[src/sms_consts.svh]
// Constants for the serial shifter: widths, counts and timing limits.
`ifndef SMS_CONSTS_SVH
`define SMS_CONSTS_SVH
`define SMS_BITS       8
`define SMS_EDGES      5'd16
`define SMS_CNT_W      5
`define SMS_HALF_MIN   8'h07
`define SMS_BUF_DEPTH  2
`define SMS_PIN_SCK    0
`define SMS_PIN_MOSI   1
`define SMS_PIN_MISO   2
`define SMS_PIN_SS     3
`define SMS_NPINS      4
`define SMS_IDLE_BYTE  8'h00
`endif

[src/sms_pkg.sv]
// Types shared by the serial shifter modules.
package sms_pkg;
	typedef enum logic [2:0] {
		SMS_IDLE,
		SMS_LEAD,
		SMS_XFER,
		SMS_TRAIL,
		SMS_GAP
	} sms_mstate_t;
endpackage

[src/sms_buf2.sv]
// Two-entry first-in first-out buffer with valid and ready on both sides.
`timescale 1ns/1ps
`include "sms_consts.svh"
module sms_buf2 #(
	parameter int WIDTH = `SMS_BITS,
	parameter int DEPTH = `SMS_BUF_DEPTH
) (
	// Clock and reset
	input  wire logic             i_clk,
	input  wire logic             i_rst_n,
	// Fill side
	input  wire logic             i_valid,
	output logic                  o_ready,
	input  wire logic [WIDTH-1:0] i_data,
	// Drain side
	output logic                  o_valid,
	input  wire logic             i_ready,
	output logic [WIDTH-1:0]      o_data
);
	localparam int AW = $clog2(DEPTH);
	localparam logic [AW:0] FULL_CNT = (AW+1)'(DEPTH);
	logic [WIDTH-1:0] mem [DEPTH];
	logic [WIDTH-1:0] next_mem [DEPTH];
	logic [AW-1:0]    wr_ptr;
	logic [AW-1:0]    rd_ptr;
	logic [AW:0]      count;
	logic [AW-1:0]    next_wr_ptr;
	logic [AW-1:0]    next_rd_ptr;
	logic [AW:0]      next_count;
	logic             push;
	logic             pop;

	assign o_ready = (count != FULL_CNT);
	assign o_valid = (count != '0);
	assign o_data  = mem[rd_ptr];

	always_comb
	begin
		push        = i_valid & o_ready;
		pop         = o_valid & i_ready;
		next_wr_ptr = wr_ptr;
		next_rd_ptr = rd_ptr;
		next_count  = count;
		next_mem    = mem;
		if (push)
		begin
			next_mem[wr_ptr] = i_data;
			next_wr_ptr      = (wr_ptr == AW'(DEPTH - 1)) ? '0 : wr_ptr + 1'b1;
		end
		if (pop)
		begin
			next_rd_ptr = (rd_ptr == AW'(DEPTH - 1)) ? '0 : rd_ptr + 1'b1;
		end
		if (push & ~pop)
		begin
			next_count = count + 1'b1;
		end
		else if (pop & ~push)
		begin
			next_count = count - 1'b1;
		end
	end

	generate
		for (genvar e = 0; e < DEPTH; e++)
		begin : g_entry
			always_ff @(posedge i_clk or negedge i_rst_n)
			begin
				if (!i_rst_n)
				begin
					mem[e] <= '0;
				end
				else
				begin
					mem[e] <= next_mem[e];
				end
			end
		end
	endgenerate

	always_ff @(posedge i_clk or negedge i_rst_n)
	begin
		if (!i_rst_n)
		begin
			wr_ptr <= '0;
			rd_ptr <= '0;
			count  <= '0;
		end
		else
		begin
			wr_ptr <= next_wr_ptr;
			rd_ptr <= next_rd_ptr;
			count  <= next_count;
		end
	end
endmodule // sms_buf2

[src/sms_shifter.sv]
// Serial peripheral shifter for master or slave use, with pin control and buffering.
`timescale 1ns/1ps
`include "sms_consts.svh"
module sms_shifter (
	// Clock and reset
	input  wire logic                 I_CLK,
	input  wire logic                 I_RST_N,
	// Configuration
	input  wire logic                 I_MODULE_ENABLE,
	input  wire logic                 I_MASTER_MODE,
	input  wire logic                 I_CLOCK_POLARITY,
	input  wire logic                 I_CLOCK_PHASE,
	input  wire logic                 I_BIT_ORDER_SELECT,
	input  wire logic                 I_MODE_FAULT_ENABLE,
	input  wire logic                 I_SELECT_OUTPUT_ENABLE,
	input  wire logic                 I_SINGLE_WIRE_SELECT,
	input  wire logic                 I_BIDIR_OUTPUT_ENABLE,
	input  wire logic [7:0]           I_BAUD_DIV,
	// Transmit data
	input  wire logic [`SMS_BITS-1:0] I_TX_DATA,
	input  wire logic                 I_TX_VALID,
	output logic                      O_TX_READY,
	// Receive data
	output logic [`SMS_BITS-1:0]      O_RX_DATA,
	output logic                      O_RX_VALID,
	input  wire logic                 I_RX_READY,
	// Status
	output logic                      O_BUSY,
	output logic                      O_RX_OVERRUN,
	// Serial clock pin
	input  wire logic                 I_SERIAL_CLOCK_PIN,
	output logic                      O_SERIAL_CLOCK_PIN,
	output logic                      O_SERIAL_CLOCK_PIN_OE_N,
	// Master out pin
	input  wire logic                 I_MASTER_OUT_PIN,
	output logic                      O_MASTER_OUT_PIN,
	output logic                      O_MASTER_OUT_PIN_OE_N,
	// Master in pin
	input  wire logic                 I_MASTER_IN_PIN,
	output logic                      O_MASTER_IN_PIN,
	output logic                      O_MASTER_IN_PIN_OE_N,
	// Slave select pin
	input  wire logic                 I_SLAVE_SELECT_PIN_N,
	output logic                      O_SLAVE_SELECT_PIN_N,
	output logic                      O_SLAVE_SELECT_PIN_OE_N
);
	logic [`SMS_NPINS-1:0] sync1;
	logic [`SMS_NPINS-1:0] sync2;
	logic                  sck_q;
	logic                  ss_act_q;
	sms_pkg::sms_mstate_t  state;
	sms_pkg::sms_mstate_t  next_state;
	logic [7:0]            div_cnt;
	logic [7:0]            next_div_cnt;
	logic [`SMS_CNT_W-1:0] cnt;
	logic [`SMS_CNT_W-1:0] next_cnt;
	logic [`SMS_BITS-1:0]  sh;
	logic [`SMS_BITS-1:0]  next_sh;
	logic                  rbit;
	logic                  next_rbit;
	logic                  sck_lvl;
	logic                  next_sck_lvl;
	logic                  s_run;
	logic                  next_s_run;
	logic [`SMS_BITS-1:0]  tx_hold;
	logic [`SMS_BITS-1:0]  next_tx_hold;
	logic                  tx_full;
	logic                  next_tx_full;
	logic                  data_q;
	logic                  overrun;
	logic                  is_master;
	logic                  ss_act;
	logic                  ss_fall;
	logic                  tick;
	logic                  ev;
	logic                  in_bit;
	logic                  take;
	logic                  done;
	logic                  rx_ready;
	logic [7:0]            half_len;
	logic [`SMS_CNT_W-1:0] k;

	function automatic logic [`SMS_BITS-1:0] shift_in(input logic [`SMS_BITS-1:0] v,
		input logic b, input logic lsb_first);
		shift_in = lsb_first ? {b, v[`SMS_BITS-1:1]} : {v[`SMS_BITS-2:0], b};
	endfunction

	// Pins cross into this clock domain through two flops before use.
	always_ff @(posedge I_CLK or negedge I_RST_N)
	begin
		if (!I_RST_N)
		begin
			sync1 <= 4'hF;
			sync2 <= 4'hF;
		end
		else
		begin
			sync1 <= {I_SLAVE_SELECT_PIN_N, I_MASTER_IN_PIN, I_MASTER_OUT_PIN,
				I_SERIAL_CLOCK_PIN};
			sync2 <= sync1;
		end
	end

	assign is_master = I_MODULE_ENABLE & I_MASTER_MODE;
	assign ss_act    = I_MODULE_ENABLE & ~I_MASTER_MODE & ~sync2[`SMS_PIN_SS];
	assign ss_fall   = ss_act & ~ss_act_q;
	// The half period has a floor so that the far end's answer survives two synchronisers.
	assign half_len  = (I_BAUD_DIV < `SMS_HALF_MIN) ? `SMS_HALF_MIN : I_BAUD_DIV;
	assign tick      = (state != sms_pkg::SMS_IDLE) & (div_cnt == half_len);
	assign ev        = is_master ? ((state == sms_pkg::SMS_XFER) & tick)
		: (s_run & ~ss_fall & (sync2[`SMS_PIN_SCK] ^ sck_q));
	assign k         = cnt + 1'b1;
	assign in_bit    = is_master
		? (I_SINGLE_WIRE_SELECT ? sync2[`SMS_PIN_MOSI] : sync2[`SMS_PIN_MISO])
		: (I_SINGLE_WIRE_SELECT ? sync2[`SMS_PIN_MISO] : sync2[`SMS_PIN_MOSI]);
	assign O_TX_READY = ~tx_full;
	assign O_BUSY     = (state != sms_pkg::SMS_IDLE) | s_run;

	always_comb
	begin
		next_state   = state;
		next_div_cnt = tick ? 8'h00 : div_cnt + 8'h01;
		next_cnt     = cnt;
		next_sh      = sh;
		next_rbit    = rbit;
		next_sck_lvl = sck_lvl;
		next_s_run   = s_run & ss_act;
		take         = 1'b0;
		done         = 1'b0;
		if (ev)
		begin
			next_cnt = k;
			// Phase zero samples on odd edges; phase one on even ones.
			if (I_CLOCK_PHASE ? ~k[0] : k[0])
			begin
				next_rbit = in_bit;
			end
			if (I_CLOCK_PHASE ? (k[0] & (k != 5'd1)) : ~k[0])
			begin
				next_sh = shift_in(sh, rbit, I_BIT_ORDER_SELECT);
			end
			if (k == `SMS_EDGES)
			begin
				if (I_CLOCK_PHASE)
				begin
					next_sh = shift_in(sh, in_bit, I_BIT_ORDER_SELECT);
				end
				done       = 1'b1;
				next_s_run = 1'b0;
			end
		end
		case (state)
			sms_pkg::SMS_IDLE:
			begin
				next_div_cnt = 8'h00;
				next_sck_lvl = 1'b0;
				if (is_master & tx_full & rx_ready)
				begin
					next_sh    = tx_hold;
					take       = 1'b1;
					next_cnt   = '0;
					next_state = sms_pkg::SMS_LEAD;
				end
			end
			sms_pkg::SMS_LEAD:
			begin
				if (tick)
				begin
					next_state = sms_pkg::SMS_XFER;
				end
			end
			sms_pkg::SMS_XFER:
			begin
				if (tick)
				begin
					next_sck_lvl = ~sck_lvl;
					if (k == `SMS_EDGES)
					begin
						next_state = sms_pkg::SMS_TRAIL;
					end
				end
			end
			sms_pkg::SMS_TRAIL:
			begin
				if (tick)
				begin
					next_state = sms_pkg::SMS_GAP;
				end
			end
			sms_pkg::SMS_GAP:
			begin
				if (tick)
				begin
					next_state = sms_pkg::SMS_IDLE;
				end
			end
			default:
			begin
				next_state = sms_pkg::SMS_IDLE;
			end
		endcase
		if (ss_fall)
		begin
			next_sh    = tx_full ? tx_hold : `SMS_IDLE_BYTE;
			take       = tx_full;
			next_cnt   = '0;
			next_s_run = 1'b1;
		end
		if (!is_master)
		begin
			next_state   = sms_pkg::SMS_IDLE;
			next_sck_lvl = 1'b0;
		end
		next_tx_full = (tx_full & ~take) | (I_TX_VALID & ~tx_full);
		next_tx_hold = (I_TX_VALID & ~tx_full) ? I_TX_DATA : tx_hold;
	end

	always_ff @(posedge I_CLK or negedge I_RST_N)
	begin
		if (!I_RST_N)
		begin
			state    <= sms_pkg::SMS_IDLE;
			div_cnt  <= 8'h00;
			cnt      <= '0;
			sh       <= 8'h00;
			rbit     <= 1'b0;
			sck_lvl  <= 1'b0;
			s_run    <= 1'b0;
			tx_hold  <= 8'h00;
			tx_full  <= 1'b0;
			sck_q    <= 1'b1;
			ss_act_q <= 1'b0;
			data_q   <= 1'b0;
			overrun  <= 1'b0;
		end
		else
		begin
			state    <= next_state;
			div_cnt  <= next_div_cnt;
			cnt      <= next_cnt;
			sh       <= next_sh;
			rbit     <= next_rbit;
			sck_lvl  <= next_sck_lvl;
			s_run    <= next_s_run;
			tx_hold  <= next_tx_hold;
			tx_full  <= next_tx_full;
			sck_q    <= sync2[`SMS_PIN_SCK];
			ss_act_q <= ss_act;
			data_q   <= I_BIT_ORDER_SELECT ? next_sh[0] : next_sh[`SMS_BITS-1];
			overrun  <= done & ~rx_ready;
		end
	end

	// Received words queue here; a full queue holds the master back, a slave cannot wait.
	sms_buf2 #(
		.WIDTH (`SMS_BITS),
		.DEPTH (`SMS_BUF_DEPTH)
	) u_rx_buf (
		.i_clk   (I_CLK),
		.i_rst_n (I_RST_N),
		.i_valid (done),
		.o_ready (rx_ready),
		.i_data  (next_sh),
		.o_valid (O_RX_VALID),
		.i_ready (I_RX_READY),
		.o_data  (O_RX_DATA)
	);

	assign O_RX_OVERRUN            = overrun;
	assign O_SERIAL_CLOCK_PIN      = sck_lvl ^ I_CLOCK_POLARITY;
	assign O_SERIAL_CLOCK_PIN_OE_N = ~is_master;
	assign O_MASTER_OUT_PIN        = data_q;
	assign O_MASTER_OUT_PIN_OE_N   = ~(is_master & (~I_SINGLE_WIRE_SELECT | I_BIDIR_OUTPUT_ENABLE));
	assign O_MASTER_IN_PIN         = data_q;
	assign O_MASTER_IN_PIN_OE_N    = ~(ss_act & (~I_SINGLE_WIRE_SELECT | I_BIDIR_OUTPUT_ENABLE));
	assign O_SLAVE_SELECT_PIN_N    = ~((state == sms_pkg::SMS_LEAD) | (state == sms_pkg::SMS_XFER)
		| (state == sms_pkg::SMS_TRAIL));
	assign O_SLAVE_SELECT_PIN_OE_N = ~(is_master & I_MODE_FAULT_ENABLE & I_SELECT_OUTPUT_ENABLE);

	a_pins_released: assert property (@(posedge I_CLK) disable iff (!I_RST_N)
		!I_MODULE_ENABLE |-> (O_SERIAL_CLOCK_PIN_OE_N & O_MASTER_OUT_PIN_OE_N
		& O_MASTER_IN_PIN_OE_N & O_SLAVE_SELECT_PIN_OE_N))
		else $error("pins driven while disabled");
	a_idle_clock_level: assert property (@(posedge I_CLK) disable iff (!I_RST_N)
		(is_master && state == sms_pkg::SMS_IDLE) |-> (O_SERIAL_CLOCK_PIN == I_CLOCK_POLARITY))
		else $error("clock not idle between transfers");
	a_select_low_xfer: assert property (@(posedge I_CLK) disable iff (!I_RST_N)
		(state == sms_pkg::SMS_XFER) |-> !O_SLAVE_SELECT_PIN_N)
		else $error("select high during transfer");
	a_lead_half_period: assert property (@(posedge I_CLK) disable iff (!I_RST_N)
		(state == sms_pkg::SMS_IDLE ##1 state == sms_pkg::SMS_LEAD) |->
		(state == sms_pkg::SMS_LEAD) [*7])
		else $error("lead shorter than half period");
	a_sixteen_edges: assert property (@(posedge I_CLK) disable iff (!I_RST_N)
		($rose(state == sms_pkg::SMS_TRAIL)) |-> ($past(cnt) == 5'd15 && cnt == 5'd16))
		else $error("transfer did not end at sixteenth edge");
	a_gap_select_high: assert property (@(posedge I_CLK) disable iff (!I_RST_N)
		(state == sms_pkg::SMS_GAP) |-> O_SLAVE_SELECT_PIN_N)
		else $error("select not high between transfers");
	a_slave_no_clock: assert property (@(posedge I_CLK) disable iff (!I_RST_N)
		(I_MODULE_ENABLE && !I_MASTER_MODE) |-> O_SERIAL_CLOCK_PIN_OE_N)
		else $error("slave drives serial clock");
	a_slave_needs_sel: assert property (@(posedge I_CLK) disable iff (!I_RST_N)
		!ss_act |=> !s_run)
		else $error("slave active without select");
	a_tx_take_start: assert property (@(posedge I_CLK) disable iff (!I_RST_N)
		(state == sms_pkg::SMS_IDLE && is_master && tx_full && rx_ready) |=>
		(state == sms_pkg::SMS_LEAD && sh == $past(tx_hold) && !tx_full))
		else $error("queued word not loaded at start");
endmodule // sms_shifter

[config.mk]
export PLATFORM = sky130hd
export DESIGN_NAME = sms_shifter
export DESIGN_NICKNAME = d
export VERILOG_FILES = /design/src/sms_pkg.sv /design/src/sms_buf2.sv /design/src/sms_shifter.sv
export VERILOG_INCLUDE_DIRS = /design/src
export SDC_FILE = /design/constraint.sdc
export NUM_CORES = 1
export LEC_CHECK = 0
export BUFFER_PORTS_ARGS = -buffer_cell sky130_fd_sc_hd__buf_2
export CELL_PAD_IN_SITES_DETAIL_PLACEMENT = 0
export CELL_PAD_IN_SITES_GLOBAL_PLACEMENT = 1
export CORE_AREA = 2 2 121 123
export CTS_BUF_LIST = sky130_fd_sc_hd__clkbuf_4 sky130_fd_sc_hd__clkbuf_8
export DETAILED_ROUTE_END_ITERATION = 10
export DIE_AREA = 0 0 123 125
export GPL_ROUTABILITY_DRIVEN = 0
export GPL_TIMING_DRIVEN = 1
export PLACE_DENSITY = 0.59
export SLEW_MARGIN = 20
export SYNTH_ARGS = -nofsm -noshare
export SYNTH_HDL_FRONTEND = slang
export SYNTH_SLANG_ARGS = --single-unit
[constraint.sdc]
create_clock -name I_CLK -period 3.3 [get_ports I_CLK]
set_clock_uncertainty 0.2 [all_clocks]
set_input_delay 0.165 -clock I_CLK [delete_from_list [all_inputs] [get_ports I_CLK]]
set_output_delay 0.165 -clock I_CLK [all_outputs]
set_load 0.1 [all_outputs]
After elaboration in Yosys (flattened, before gate mapping):

Index checks and enable logic that the tools add are counted.

* bits in registers: 68
* output and inout bits: 20

* add/sub/neg operators: 6
* $lt $le $gt $ge: 4
* equality and inequality tests: 15
* mux-type cells: 53
* bitwise gates (word level): 49
* reductions and logical operators: 8

Operator list (count)
* 8-bit 2-to-1 mux: 17
* 1-bit AND: 23
* 3-bit 2-to-1 mux: 7
* 5-bit 2-to-1 mux: 4
* 1-bit 2-to-1 mux: 19
* 3-bit != test (second input constant): 6
* 1-bit inverter: 17
* 16-bit bitwise mux: 1
* 3-bit case mux with 5 select lines: 1
* 8-bit by 1-bit adder with 8-bit output (second input constant): 1
* 8-bit demux with 1-bit select: 1
* 8-bit == test: 1
* 8-bit by 3-bit < comparator with 1-bit output (second input constant): 1
* 3-bit by 2-bit == test with 1-bit output (second input constant): 2
* 6-bit AND reduction: 1
* 5-bit by 1-bit adder with 5-bit output (second input constant): 1
* 5-bit == test (second input constant): 1
* 5-bit by 1-bit != test with 1-bit output (second input constant): 1
* 1-bit bitwise OR: 5
* 2-bit greater-or-equal comparator (second input constant): 2
* 2-bit 2-to-1 mux: 2
* 1-bit inverter with 2-bit output: 2
* 2-bit AND reduction: 2
* 2-bit nonzero test: 2
* other kinds (13): 15

Depth between registers and ports, before layout:

Gate-level depths: netlist (run 1).

* word-level depth: 14
* depth in mapped cells: 12
* gate-level depth less buffers: 10

Cells and area by module:

A second synthesis (run 1) with hierarchy kept.

* cells, all modules: 302
* area total of the unflattened synthesis: 3458.3 um2

By module, submodules not included
* sms_shifter: times used 1, cells an instance 242, area each 2488.6 um2, seq. area each 1212.4 um2
* sms_buf2: times used 1, cells an instance 60, area each 969.7 um2, seq. area each 500.5 um2

Worst setup path before layout (run 1):

No wires, ideal clock.

* path kind: input to register
* start: input port I_MASTER_MODE
* end: register u_rx_buf.count[1]
* setup time: 0.125 ns
* arrival: 2.417 ns
* required time: 2.975 ns
* setup slack: 0.558 ns
* stages on the path: 11
* path buffers: 1
* path through: and2_1 -> inv_1 -> nor4b_1 -> o211ai_1 -> buf_2 -> nand2_1 -> and3_1 -> ha_1 -> xor2_1 -> nor2_1 -> xor2_1

* longest elaborated chain between the ends: 13

Ends and longest elaborated chain
* start, declared: line sms_shifter.sv:10 `input wire logic I_MASTER_MODE,`
* 1-bit inverter: line sms_shifter.sv:105 `` assign ss_act = I_MODULE_ENABLE & ~I_MASTER_MODE & ~sync2[`SMS_PIN_SS]; ``
* 1-bit AND (2 in series): line sms_shifter.sv:105
* 1-bit AND: line sms_shifter.sv:106 `assign ss_fall = ss_act & ~ss_act_q;`
* 1-bit inverter: line sms_shifter.sv:111 `` : (s_run & ~ss_fall & (sync2[`SMS_PIN_SCK] ^ sck_q)); ``
* 1-bit AND (2 in series): line sms_shifter.sv:111
* 1-bit 2-to-1 mux (*): line sms_shifter.sv:110 `assign ev = is_master ? ((state == sms_pkg::SMS_XFER) & tick)`
* 1-bit 2-to-1 mux (*): line sms_shifter.sv:130 `if (ev)`
* 1-bit AND (*): line sms_buf2.sv:39 `push = i_valid & o_ready;`
* net u_rx_buf.push: line sms_buf2.sv:30 `logic push;`
* 1-bit inverter: line sms_buf2.sv:58 `else if (pop & ~push)`
* 1-bit AND: line sms_buf2.sv:58
* 2-bit nonzero test (no source line)
* end signal, assigned: line sms_buf2.sv:93 `count <= next_count;`
* end, declared: line sms_buf2.sv:26 `logic [AW:0] count;`

The timed path passes the listed nets; every way through them passes the cells marked *.
A chain may end at the register's enable or synchronous reset.

Final worst setup path (run 1):

* start: input port I_MASTER_MODE
* end: register u_rx_buf.mem[11] (netlist bit)

* longest elaborated chain between the ends: 13

Ends and longest elaborated chain
* 1-bit inverter: line sms_shifter.sv:105
* 1-bit AND (2 in series): line sms_shifter.sv:105
* 1-bit AND: line sms_shifter.sv:106
* 1-bit inverter: line sms_shifter.sv:111
* 1-bit AND (2 in series): line sms_shifter.sv:111
* 1-bit 2-to-1 mux: line sms_shifter.sv:110
* 8-bit 2-to-1 mux: line sms_shifter.sv:130
* 8-bit 2-to-1 mux: line sms_shifter.sv:157 `if (is_master & tx_full & rx_ready)`
* 8-bit 2-to-1 mux: line sms_shifter.sv:152 `case (state)`
* 8-bit 2-to-1 mux: line sms_shifter.sv:202 `if (ss_fall)`
* 16-bit bitwise mux: line sms_buf2.sv:47 `next_mem[wr_ptr] = i_data;`
* end signal, assigned by index: line sms_buf2.sv:75 `mem[e] <= next_mem[e];`
* end, declared: line sms_buf2.sv:22 `logic [WIDTH-1:0] mem [DEPTH];`

Several ways; a longest one is shown, not always the timed one.

==> summary.md, run 1 <==
| Metric | Value |
|---|---|
| Status | finished clean |
| Layout cells sized above 1 | 32.6% |
| TritonCTS buffer count | 9 |
| Vias in the first global route | 2639 |
| Worst-margin pin slew | 0.959 ns |
| Int Power | 1610 uW |
| HPWL Detailed | 5810 um |
| Design Area, Final | 4300 um^2 |
| Reg clk slew, reported paths | 0.09 ns |
| Area Overhead vs Synth | 25.1% |
| CTS tree | yes |
| Setup TNS | 0 ns |
| Final WL | 7990 um |
| Final hold vios | 0 |
| Yosys reg bits | 68 |
| Port Buf Inserts | 52 |
| Logic gate share of total power | 25.1% |
| DP Worst Slack | 0.414 ns |
| Max-cap check violation count | 0 |
| Critical path data arrival time | 2.98 ns |
| Initial drt markers | 91 |
| Met2 Routed Length | 4000 um |
| DIE HEIGHT | 125 um |
| Final setup viols | 0 |
| First-pass GRT wire length | 13300 um |
| Worst Setup Start Kind | primary input |
| Post-DP Area | 3930 um^2 |
| Number of remaining DRC errors | 0 |
| Routed len/inst | 13.8 um |
| Period Utilization, post-route | 88.6% |
| CP required | 3.35 ns |
| WHS | 0.0426 ns |
| Top post-synthesis cells by area | dfrtp_1, mux2_2, dfstp_2 |
| Yosys Warn Count | 0 |
| Sw Ratio | 33.6% |
| Number of iterations in the first detailed-routing pass | 6 |
| ANT cells | 0 |
| H-tree levels | 3 |
| Hold WC Path Type | primary input to flop |
| Total GRT Usage | 11.2% |
| Largest net degree at the start of global routing | 33 |
| Die width | 123 um |
| Die outline area | 15400 um^2 |
| Clock Path Buffers | 2 |
| GRT overflow | 0 |
| Depth of the worst hold-timing path | 3 |
| Post-Synthesis Cells | 316 |
| Worst-case reg-to-reg path depth | 7 |
| Clk pwr share | 32.1% |
| CTS root buf | clkbuf_8 |
| Fillers | 1513 |
| Top routing layer in use | met4 |
| Core area | 14200 um^2 |
| Min Tclk post-route | 2.93 ns |
| Syn Area/Cell | 10.9 um^2 |
| Avg Vias per Cell | 4.48 |
| Initial antenna violation count | 0 |
| Leakage | 0.00207 uW |
| Ys flop type | dfrtp_1 |
| Nets | 425 |
| Final slew viol count | 0 |
| Max VDD drop | 0.000657 V |
| PwrDens | 562 nW/um^2 |
| Post-cts resize count | 0 |
| Post-synth ARST share | 100% |
| Sequential power share | 42.8% |
| Syn nets | 353 |
| Vias | 2584 |
| I/O pins | 53 |
| Met1 WL | 3570 um |
| EDFF count, synth | 0 |
| Worst-Skew Late Latency | 0.36 ns |
| CTS Sinks | 68 |
| CP Class | primary input to flop |
| Top-area cell type share of the netlist area | 42.9% |
| Yosys cell types | 51 |
| Final WS setup | 0.375 ns |
| Initial Util | 24.2% |
| Crit. End Element | flop |
| Worst-path fanout max | 8 |
| Sequential area share after synthesis | 49.8% |
| Synthesized cell area | 3440 um^2 |
| Switching power | 813 uW |
| FP Rows | 44 |
| Final ANT Viol Nets | 0 |
| Synth area leader | dfrtp_1 |
| DR WL met3 | 320 um |
| Worst slew margin | 35.9% |
| Fmax achieved | 0.342 GHz |
| Unrepaired setup endpoints after global routing | false |
## critical path, stage by stage
cell and delay [ns]:
dlygate4sd3_1 0.53, buf_2 0.13, and2_1 0.19, inv_1 0.14, nor4b_1 0.52, o211a_4 0.30, nor2_4 0.06, nor4b_4 0.53
mux2_2 0.40
## per-layer routing
layer | GRT usage, % | vias to the layer above
li1 | - | 1253
met1 | 14.0 | 1272
met2 | 18.5 | 50
met3 | 3.15 | 9
met4 | 3.41 | 0
met5 | 0 | -
## sequential cells by signal, indices dropped and copies added (netlist names)
register / flops
state: 3
tx_hold: 8
u_rx_buf.wr_ptr: 1
cnt: 5
u_rx_buf.mem: 16
sync1: 4
O_MASTER_IN_PIN: 1
sh: 8
u_rx_buf.count: 2
s_run: 1
sck_q: 1
sync2: 4
sck_lvl: 1
tx_full: 1
div_cnt: 8
O_RX_OVERRUN: 1
u_rx_buf.rd_ptr: 1
rbit: 1
ss_act_q: 1
## Yosys cell counts, types with 4 or more instances
cell / n
nand3_1: 8
and3_1: 4
dfrtp_1: 59
a21oi_1: 14
clkbuf_1: 11
a21o_1: 7
nor3_1: 7
nand2_1: 19
a211oi_1: 12
dfstp_2: 9
xor2_1: 19
inv_1: 18
mux2_2: 34
o21ai_0: 4
ha_1: 4
nand2b_1: 6
nor2_1: 24
o211a_1: 4
xnor2_1: 6
and2_1: 4
## cells in the final DEF, fill, tap and decap left out, types with 4 or more instances in the layout
master	Yosys	final
a211oi_1	12	12
a21o_1	7	7
a21oi_1	14	14
and2_1	4	4
and3_1	4	4
buf_2	1	52
buf_4	1	7
clkbuf_8	0	9
dfrtp_1	59	59
dfstp_2	9	9
dlygate4sd3_1	0	15
ha_1	4	4
inv_1	18	18
mux2_2	34	34
nand2_1	19	19
nand2b_1	6	6
nand3_1	8	8
nor2_1	24	24
nor3_1	7	7
o211a_1	4	4
o21ai_0	4	4
xnor2_1	6	6
xor2_1	19	19
## final timing paths
path | start | slack [ns] | end
hold reg to reg | sync1[3] | 0.16 | sync2[3]
min in group asynchronous | I_RST_N | 0.24 | cnt[1]
setup reg to reg | div_cnt[1] | 0.46 | u_rx_buf.mem[11]
max in group asynchronous | I_RST_N | 1.82 | sync2[0]
setup / recovery | I_MASTER_MODE | 0.37 | u_rx_buf.mem[11]
hold / removal | I_MODULE_ENABLE | 0.04 | ss_act_q
## layout make-up
| cell class | count | area, um^2 | share of cell area, % |
|---|---|---|---|
| well taps | 184 | 230 | 5.35 |
| clock inverters | 7 | 98.8 | 2.30 |
| repair buffers | 74 | 463 | 10.8 |
| inverters | 18 | 67.6 | 1.57 |
| multi-input cells | 217 | 1610 | 37.3 |
| clock buffers | 9 | 124 | 2.88 |
| flip-flops and latches | 68 | 1710 | 39.8 |
## logic make-up (layout without fill, tap and decap cells)
group / Yosys count / in the layout / synth area share [%]
fa+ha+maj: 4 / 4 / 1.46
flops: 68 / 68 / 49.8
simple gates: 90 / 90 / 13.9
compound gates: 63 / 63 / 13.5
xor+xnor: 25 / 25 / 6.37
buf+inv: 31 / 108 / 3.53
mux: 35 / 35 / 11.4
## power by group through the flow
stage | logic, uW | registers (uW) | clock network, uW
6_report | 608 | 1040 | 776
5_1_grt | 667 | 1060 | 839
4_1_cts | 616 | 1040 | 805
3_5_place_dp | 600 | 1050 | 0
3_3_place_gp | 599 | 1050 | 0
2_1_floorplan | 435 | 1060 | 0
## stage by stage
| stage | util, % | instances | power, uW |
|---|---|---|---|
| CTS | 30.3 | 577 | 2460 |
| finish | 30.3 | 577 | 2420 |
| detailed placement | 27.7 | 546 | 1650 |
| global route | 30.3 | 577 | 2560 |
| floorplan | - | 316 | 1490 |
| global placement | 27.7 | 546 | 1650 |
## timing repair
action,CTS,global route
hold endpoints to repair,44,0
endpoints found under the setup margin,0,0
setup buffers,0,0
hold buffers,15,0
Power figures use the tool's default switching activity.
==> inputs of run 2 (changes only) <==
--- a/config.mk
+++ b/config.mk
@@ -15,7 +15,7 @@
 export DIE_AREA = 0 0 123 125
 export GPL_ROUTABILITY_DRIVEN = 0
 export GPL_TIMING_DRIVEN = 1
-export PLACE_DENSITY = 0.59
+export PLACE_DENSITY = 0.61
 export SLEW_MARGIN = 20
 export SYNTH_ARGS = -nofsm -noshare
 export SYNTH_HDL_FRONTEND = slang
==> constraint.sdc (replaced) <==
create_clock -name I_CLK -period 2.5 [get_ports I_CLK]
set_clock_uncertainty 0.2 [all_clocks]
set_input_delay 0.125 -clock I_CLK [delete_from_list [all_inputs] [get_ports I_CLK]]
set_output_delay 0.125 -clock I_CLK [all_outputs]
set_load 0.1 [all_outputs]
==> summary.md, run 2 (same netlist as run 1, synthesis figures left out) <==
| Metric | Value |
|---|---|
| Max-cap check violation count | 0 |
| Status | finished with violations |
| Worst-path fanout max | 8 |
| TritonCTS buffer count | 9 |
| Number of remaining DRC errors | 0 |
| Failing checks | negative setup slack |
| Worst-margin pin slew | 0.496 ns |
| PwrDens | 672 nW/um^2 |
| Crit path from | div_cnt[6] |
| Nets | 471 |
| Area taken by multi-input logic gates | 1770 um^2 |
| Initial drt markers | 86 |
| Worst Setup Start Kind | flop |
| Crit Reg-Reg Startpoint | div_cnt[6] |
| Leakage | 0.00231 uW |
| Logic gate share of total power | 28.7% |
| Clock Path Buffers | 2 |
| Total GRT Usage | 11.8% |
| Avg Vias per Cell | 4.40 |
| CTS tree | yes |
| Worst slew margin | 67.1% |
| Fmax achieved | 0.393 GHz |
| Area Overhead vs Synth | 40.9% |
| CP Class | flop to flop |
| Core Util, Final | 34.1% |
| Sequential cell area | 1710 um^2 |
| Min Tclk post-route | 2.54 ns |
| R2r endpoint | u_rx_buf.mem[15] |
| Critical path data arrival time | 2.60 ns |
| Routed len/inst | 13.5 um |
| Final WS setup | -0.0438 ns |
| Final setup viols | 9 |
| Initial antenna violation count | 0 |
| CP required | 2.56 ns |
| Worst-case reg-to-reg path depth | 9 |
| Largest net degree at the start of global routing | 69 |
| Sw Ratio | 34.6% |
| DIE HEIGHT | 125 um |
| FP Rows | 44 |
| Final total power | 3260 uW |
| Vias | 2744 |
| Sequential power share | 41.7% |
| Reg clk slew, reported paths | 0.08 ns |
| Int Power | 2130 uW |
| Port Buf Inserts | 52 |
| Most common cell after layout, fill and taps aside | dfrtp_1 |
| CP endpoint | u_rx_buf.mem[15] |
| CTS Sinks | 68 |
| Crit. End Element | flop |
| First-pass GRT wire length | 14100 um |
| Vias in the first global route | 2836 |
| Final slew viol count | 0 |
| HPWL Detailed | 6030 um |
| Die outline area | 15400 um^2 |
| I/O pins | 53 |
| ANT cells | 0 |
| GRT overflow | 0 |
| Worst R2R Setup Slack | -0.04 ns |
| Layout cells sized above 1 | 44.9% |
| Final ANT Viol Nets | 0 |
| Final WL | 8390 um |
| Hold WC Path Type | primary input to flop |
| Initial Util | 24.2% |
| Biggest register | u_rx_buf.mem |
| Worst-Skew Late Latency | 0.37 ns |
| Die width | 123 um |
| Final hold vios | 0 |
| H-tree levels | 3 |
| Clk pwr share | 29.7% |
| Fillers | 1444 |
| Period Utilization, post-route | 102% |
| Commonest non-fill, non-tap cells in the layout | dfrtp_1, buf_2, buf_4, mux2_2, nor2_1 |
| Switching power | 1130 uW |
| Core area | 14200 um^2 |
| Number of iterations in the first detailed-routing pass | 6 |
| Unrepaired setup endpoints after global routing | true |
| CTS root buf | clkbuf_8 |
| Max reg flops | 16 |
| Max VDD drop | 0.000403 V |
run 2: cell types whose count changed in the layout (fill, tap and decap cells not counted), moves of 3 or more:
cell	delta
a211oi_2	+9
buf_4	+39
dlygate4sd3_1	+3
a211oi_1	-9
run 2: power groups by stage:
stage          logic (uW)  clock network [uW]  registers [uW]
2_1_floorplan         578                   0            1400
5_1_grt              1020                1060            1380
3_3_place_gp          859                   0            1380
6_report              934                 966            1360
3_5_place_dp          863                   0            1380
4_1_cts               926                1000            1360
run 2: per-layer routing:
metal,track usage (%),vias to the layer above,part of all wire (%)
met5,0,-,0
met4,3.74,0,1.8
met3,3.70,13,4.6
met2,19.6,46,49
met1,14.6,1342,45
li1,-,1343,-
run 2: per-stage QoR:
| stage | area, um^2 | worst slack, ns | setup TNS (ns) | hold slack, ns | cells |
|---|---|---|---|---|---|
| final | 4850 | -0.0438 | -0.312 | 0.0252 | 623 |
| after global routing | 4850 | -0.171 | -1.83 | 0.0265 | 623 |
| after CTS | 4790 | -0.0563 | -0.490 | 0.00851 | 621 |
| after detailed placement | 4250 | -0.280 | -3.67 | -0.0129 | 581 |
| after global placement | 4250 | -0.265 | -2.62 | -0.0204 | 581 |
| after floorplan | 3480 | -0.0789 | -0.698 | -0.371 | 316 |
run 2: worst min-delay path by stage:
stage / from / end / slack [ns] / cells after the start
after CTS: I_BIT_ORDER_SELECT / O_MASTER_IN_PIN / 0.009 / 3
final: I_BIT_ORDER_SELECT / O_MASTER_IN_PIN / 0.03 / 3
after floorplan: I_RST_N / O_MASTER_IN_PIN / -0.37 / 0
after global placement: I_RST_N / tx_hold[6] / -0.02 / 2
after global routing: I_BIT_ORDER_SELECT / O_MASTER_IN_PIN / 0.03 / 3
after detailed placement: I_RST_N / rbit / -0.01 / 2
run 2: layout make-up:
cell class	count	area share [%]
Tap cell	184	4.75
Clock buffer	10	2.84
Multi-Input combinational cell	217	36.6
Timing Repair Buffer	120	17.6
Sequential cell	68	35.4
Clock inverter	6	1.47
Inverter	18	1.47
run 2: worst max-delay path, stage by stage, from the launching register on:
cell and delay [ns]:
dfrtp_1 0.39, xor2_1 0.15, nor4_2 0.34, o211a_1 0.22, buf_4 0.12, o211a_4 0.18
nor2_4 0.05, nor4b_4 0.25, buf_6 0.19, mux2_2 0.34
run 2: what timing repair did:
item,CTS,global route
hold buffers,18,0
gates resized for setup,21,9
endpoints found under the hold margin,83,0
gates cloned,0,0
setup buffers,6,2
pin swaps,9,9
setup endpoints to repair,26,25
==> inputs of run 3 (changes only) <==
--- a/config.mk
+++ b/config.mk
@@ -14,8 +14,7 @@
 export DETAILED_ROUTE_END_ITERATION = 10
 export DIE_AREA = 0 0 123 125
 export GPL_ROUTABILITY_DRIVEN = 0
-export GPL_TIMING_DRIVEN = 1
-export PLACE_DENSITY = 0.61
+export PLACE_DENSITY = 0.51
 export SLEW_MARGIN = 20
 export SYNTH_ARGS = -nofsm -noshare
 export SYNTH_HDL_FRONTEND = slang
==> summary.md, run 3 (same netlist as run 1, synthesis figures left out) <==
| Metric | Value |
|---|---|
| Status | finished with violations |
| Failing checks | negative setup slack |
| GRT overflow | 0 |
| Biggest register | u_rx_buf.mem |
| Critical path data arrival time | 2.57 ns |
| Die outline area | 15400 um^2 |
| CP required | 2.56 ns |
| Max-cap check violation count | 0 |
| Final WL | 8940 um |
| Final total power | 3290 uW |
| Unrepaired setup endpoints after global routing | true |
| WHS | 0.0235 ns |
| Most common cell after layout, fill and taps aside | dfrtp_1 |
| Reg clk slew, reported paths | 0.08 ns |
| Min Tclk post-route | 2.51 ns |
| Initial antenna violation count | 0 |
| Vias in the first global route | 2916 |
| Hold WC Path Type | primary input to flop |
| Final hold vios | 0 |
| Core area | 14200 um^2 |
| Avg Vias per Cell | 4.39 |
| Fillers | 1504 |
| Routed len/inst | 14.3 um |
| Switching power | 1120 uW |
| Initial Util | 24.2% |
| FP Rows | 44 |
| Depth of the worst hold-timing path | 4 |
| ANT cells | 0 |
| Total GRT Usage | 12.5% |
| TritonCTS buffer count | 9 |
| HPWL Detailed | 6270 um |
| DIE HEIGHT | 125 um |
| Int Power | 2160 uW |
| Worst R2R Setup Slack | -0.006 ns |
| Crit. End Element | flop |
| Layout cells sized above 1 | 47.1% |
| Clk pwr share | 30.0% |
| Die width | 123 um |
| H-tree levels | 3 |
| Worst-margin pin slew | 0.699 ns |
| Worst-path fanout max | 7 |
| Worst slew margin | 53.1% |
| Final WS setup | -0.00577 ns |
| Largest net degree at the start of global routing | 46 |
| Fmax achieved | 0.399 GHz |
| Final slew viol count | 0 |
| PwrDens | 663 nW/um^2 |
| Core Util, Final | 34.9% |
| Sw Ratio | 34.2% |
| Logic gate share of total power | 28.5% |
| Worst-Skew Late Latency | 0.37 ns |
| I/O pins | 53 |
| Worst-case reg-to-reg path depth | 11 |
| Max VDD drop | 0.000406 V |
| Commonest non-fill, non-tap cells in the layout | dfrtp_1, buf_2, buf_4, mux2_2, nor2_1 |
| Period Utilization, post-route | 100% |
| Sequential power share | 41.5% |
| Initial drt markers | 57 |
| Number of remaining DRC errors | 0 |
| Number of iterations in the first detailed-routing pass | 4 |
| CTS Sinks | 68 |
| Vias | 2751 |
| CP Class | flop to flop |
| First-pass GRT wire length | 14600 um |
| Nets | 474 |
| Final ANT Viol Nets | 0 |
| Max reg flops | 16 |
| Port Buf Inserts | 52 |
| CTS root buf | clkbuf_8 |
| Worst Setup Start Kind | flop |
| CTS tree | yes |
| Area Overhead vs Synth | 44.0% |
| Leakage | 0.00233 uW |
| Final setup viols | 6 |
| Clock Path Buffers | 2 |
run 3: layer usage:
| metal | track usage, % | vias to the layer above | part of all wire (%) |
|---|---|---|---|
| li1 | - | 1353 | - |
| met1 | 15.7 | 1343 | 46 |
| met2 | 20.1 | 42 | 48 |
| met3 | 3.28 | 13 | 3.9 |
| met4 | 5.61 | 0 | 2.0 |
| met5 | 0 | - | 0 |
run 3: per-stage QoR:
step           setup slack (ns)  std cells  area, um^2  TNS [ns]
6_report               -0.00577        626        4950   -0.0201
5_1_grt                  -0.122        626        4950     -1.62
4_1_cts                 -0.0463        620        4770    -0.336
3_5_place_dp             -0.315        582        4250     -3.57
3_3_place_gp             -0.293        582        4250     -2.83
2_1_floorplan           -0.0789        316        3480    -0.698
run 3: timing repair:
| action | in CTS | in global routing |
|---|---|---|
| hold buffers | 17 | 0 |
| setup buffers | 5 | 8 |
| resized for setup | 22 | 22 |
| pin swaps | 8 | 13 |
| endpoints found under the setup margin | 26 | 28 |
| hold endpoints to repair | 39 | 0 |
run 3: critical path: stages, from the launching register on:
cell,delay (ns)
dfrtp_1,0.39
xor2_1,0.14
nor4_1,0.32
o211a_1,0.25
o211ai_1,0.13
buf_4,0.22
nand2_4,0.09
and3_4,0.20
ha_4,0.13
xor2_2,0.14
nor2_2,0.05
xor2_1,0.13
run 3: final cells by class:
class	count	area, um^2	share of cell area (%)
multi-input combinational	217	1850	37.4
sequential	68	1710	34.6
timing repair buffer	123	876	17.7
tap	184	230	4.65
clock buffer	13	166	3.36
inverter	18	71.3	1.44
clock inverter	3	45.0	0.910
run 3: power groups by stage:
stage	Sequential (uW)	Clock [uW]	Combinational, uW
after CTS	1370	1030	899
final	1360	985	937
after floorplan	1400	0	578
after global placement	1380	0	853
after global routing	1380	1080	1020
after detailed placement	1390	0	853
run 3: final timing paths:
path	to	from
worst min register to register	sync2[3]	sync1[3]
min in group asynchronous	sck_lvl	I_RST_N
worst max-delay path	u_rx_buf.count[1]	div_cnt[6]
worst max register to register	u_rx_buf.count[1]	div_cnt[6]
worst min-delay path	rbit	I_SINGLE_WIRE_SELECT
max in group asynchronous	sync1[0]	I_RST_N
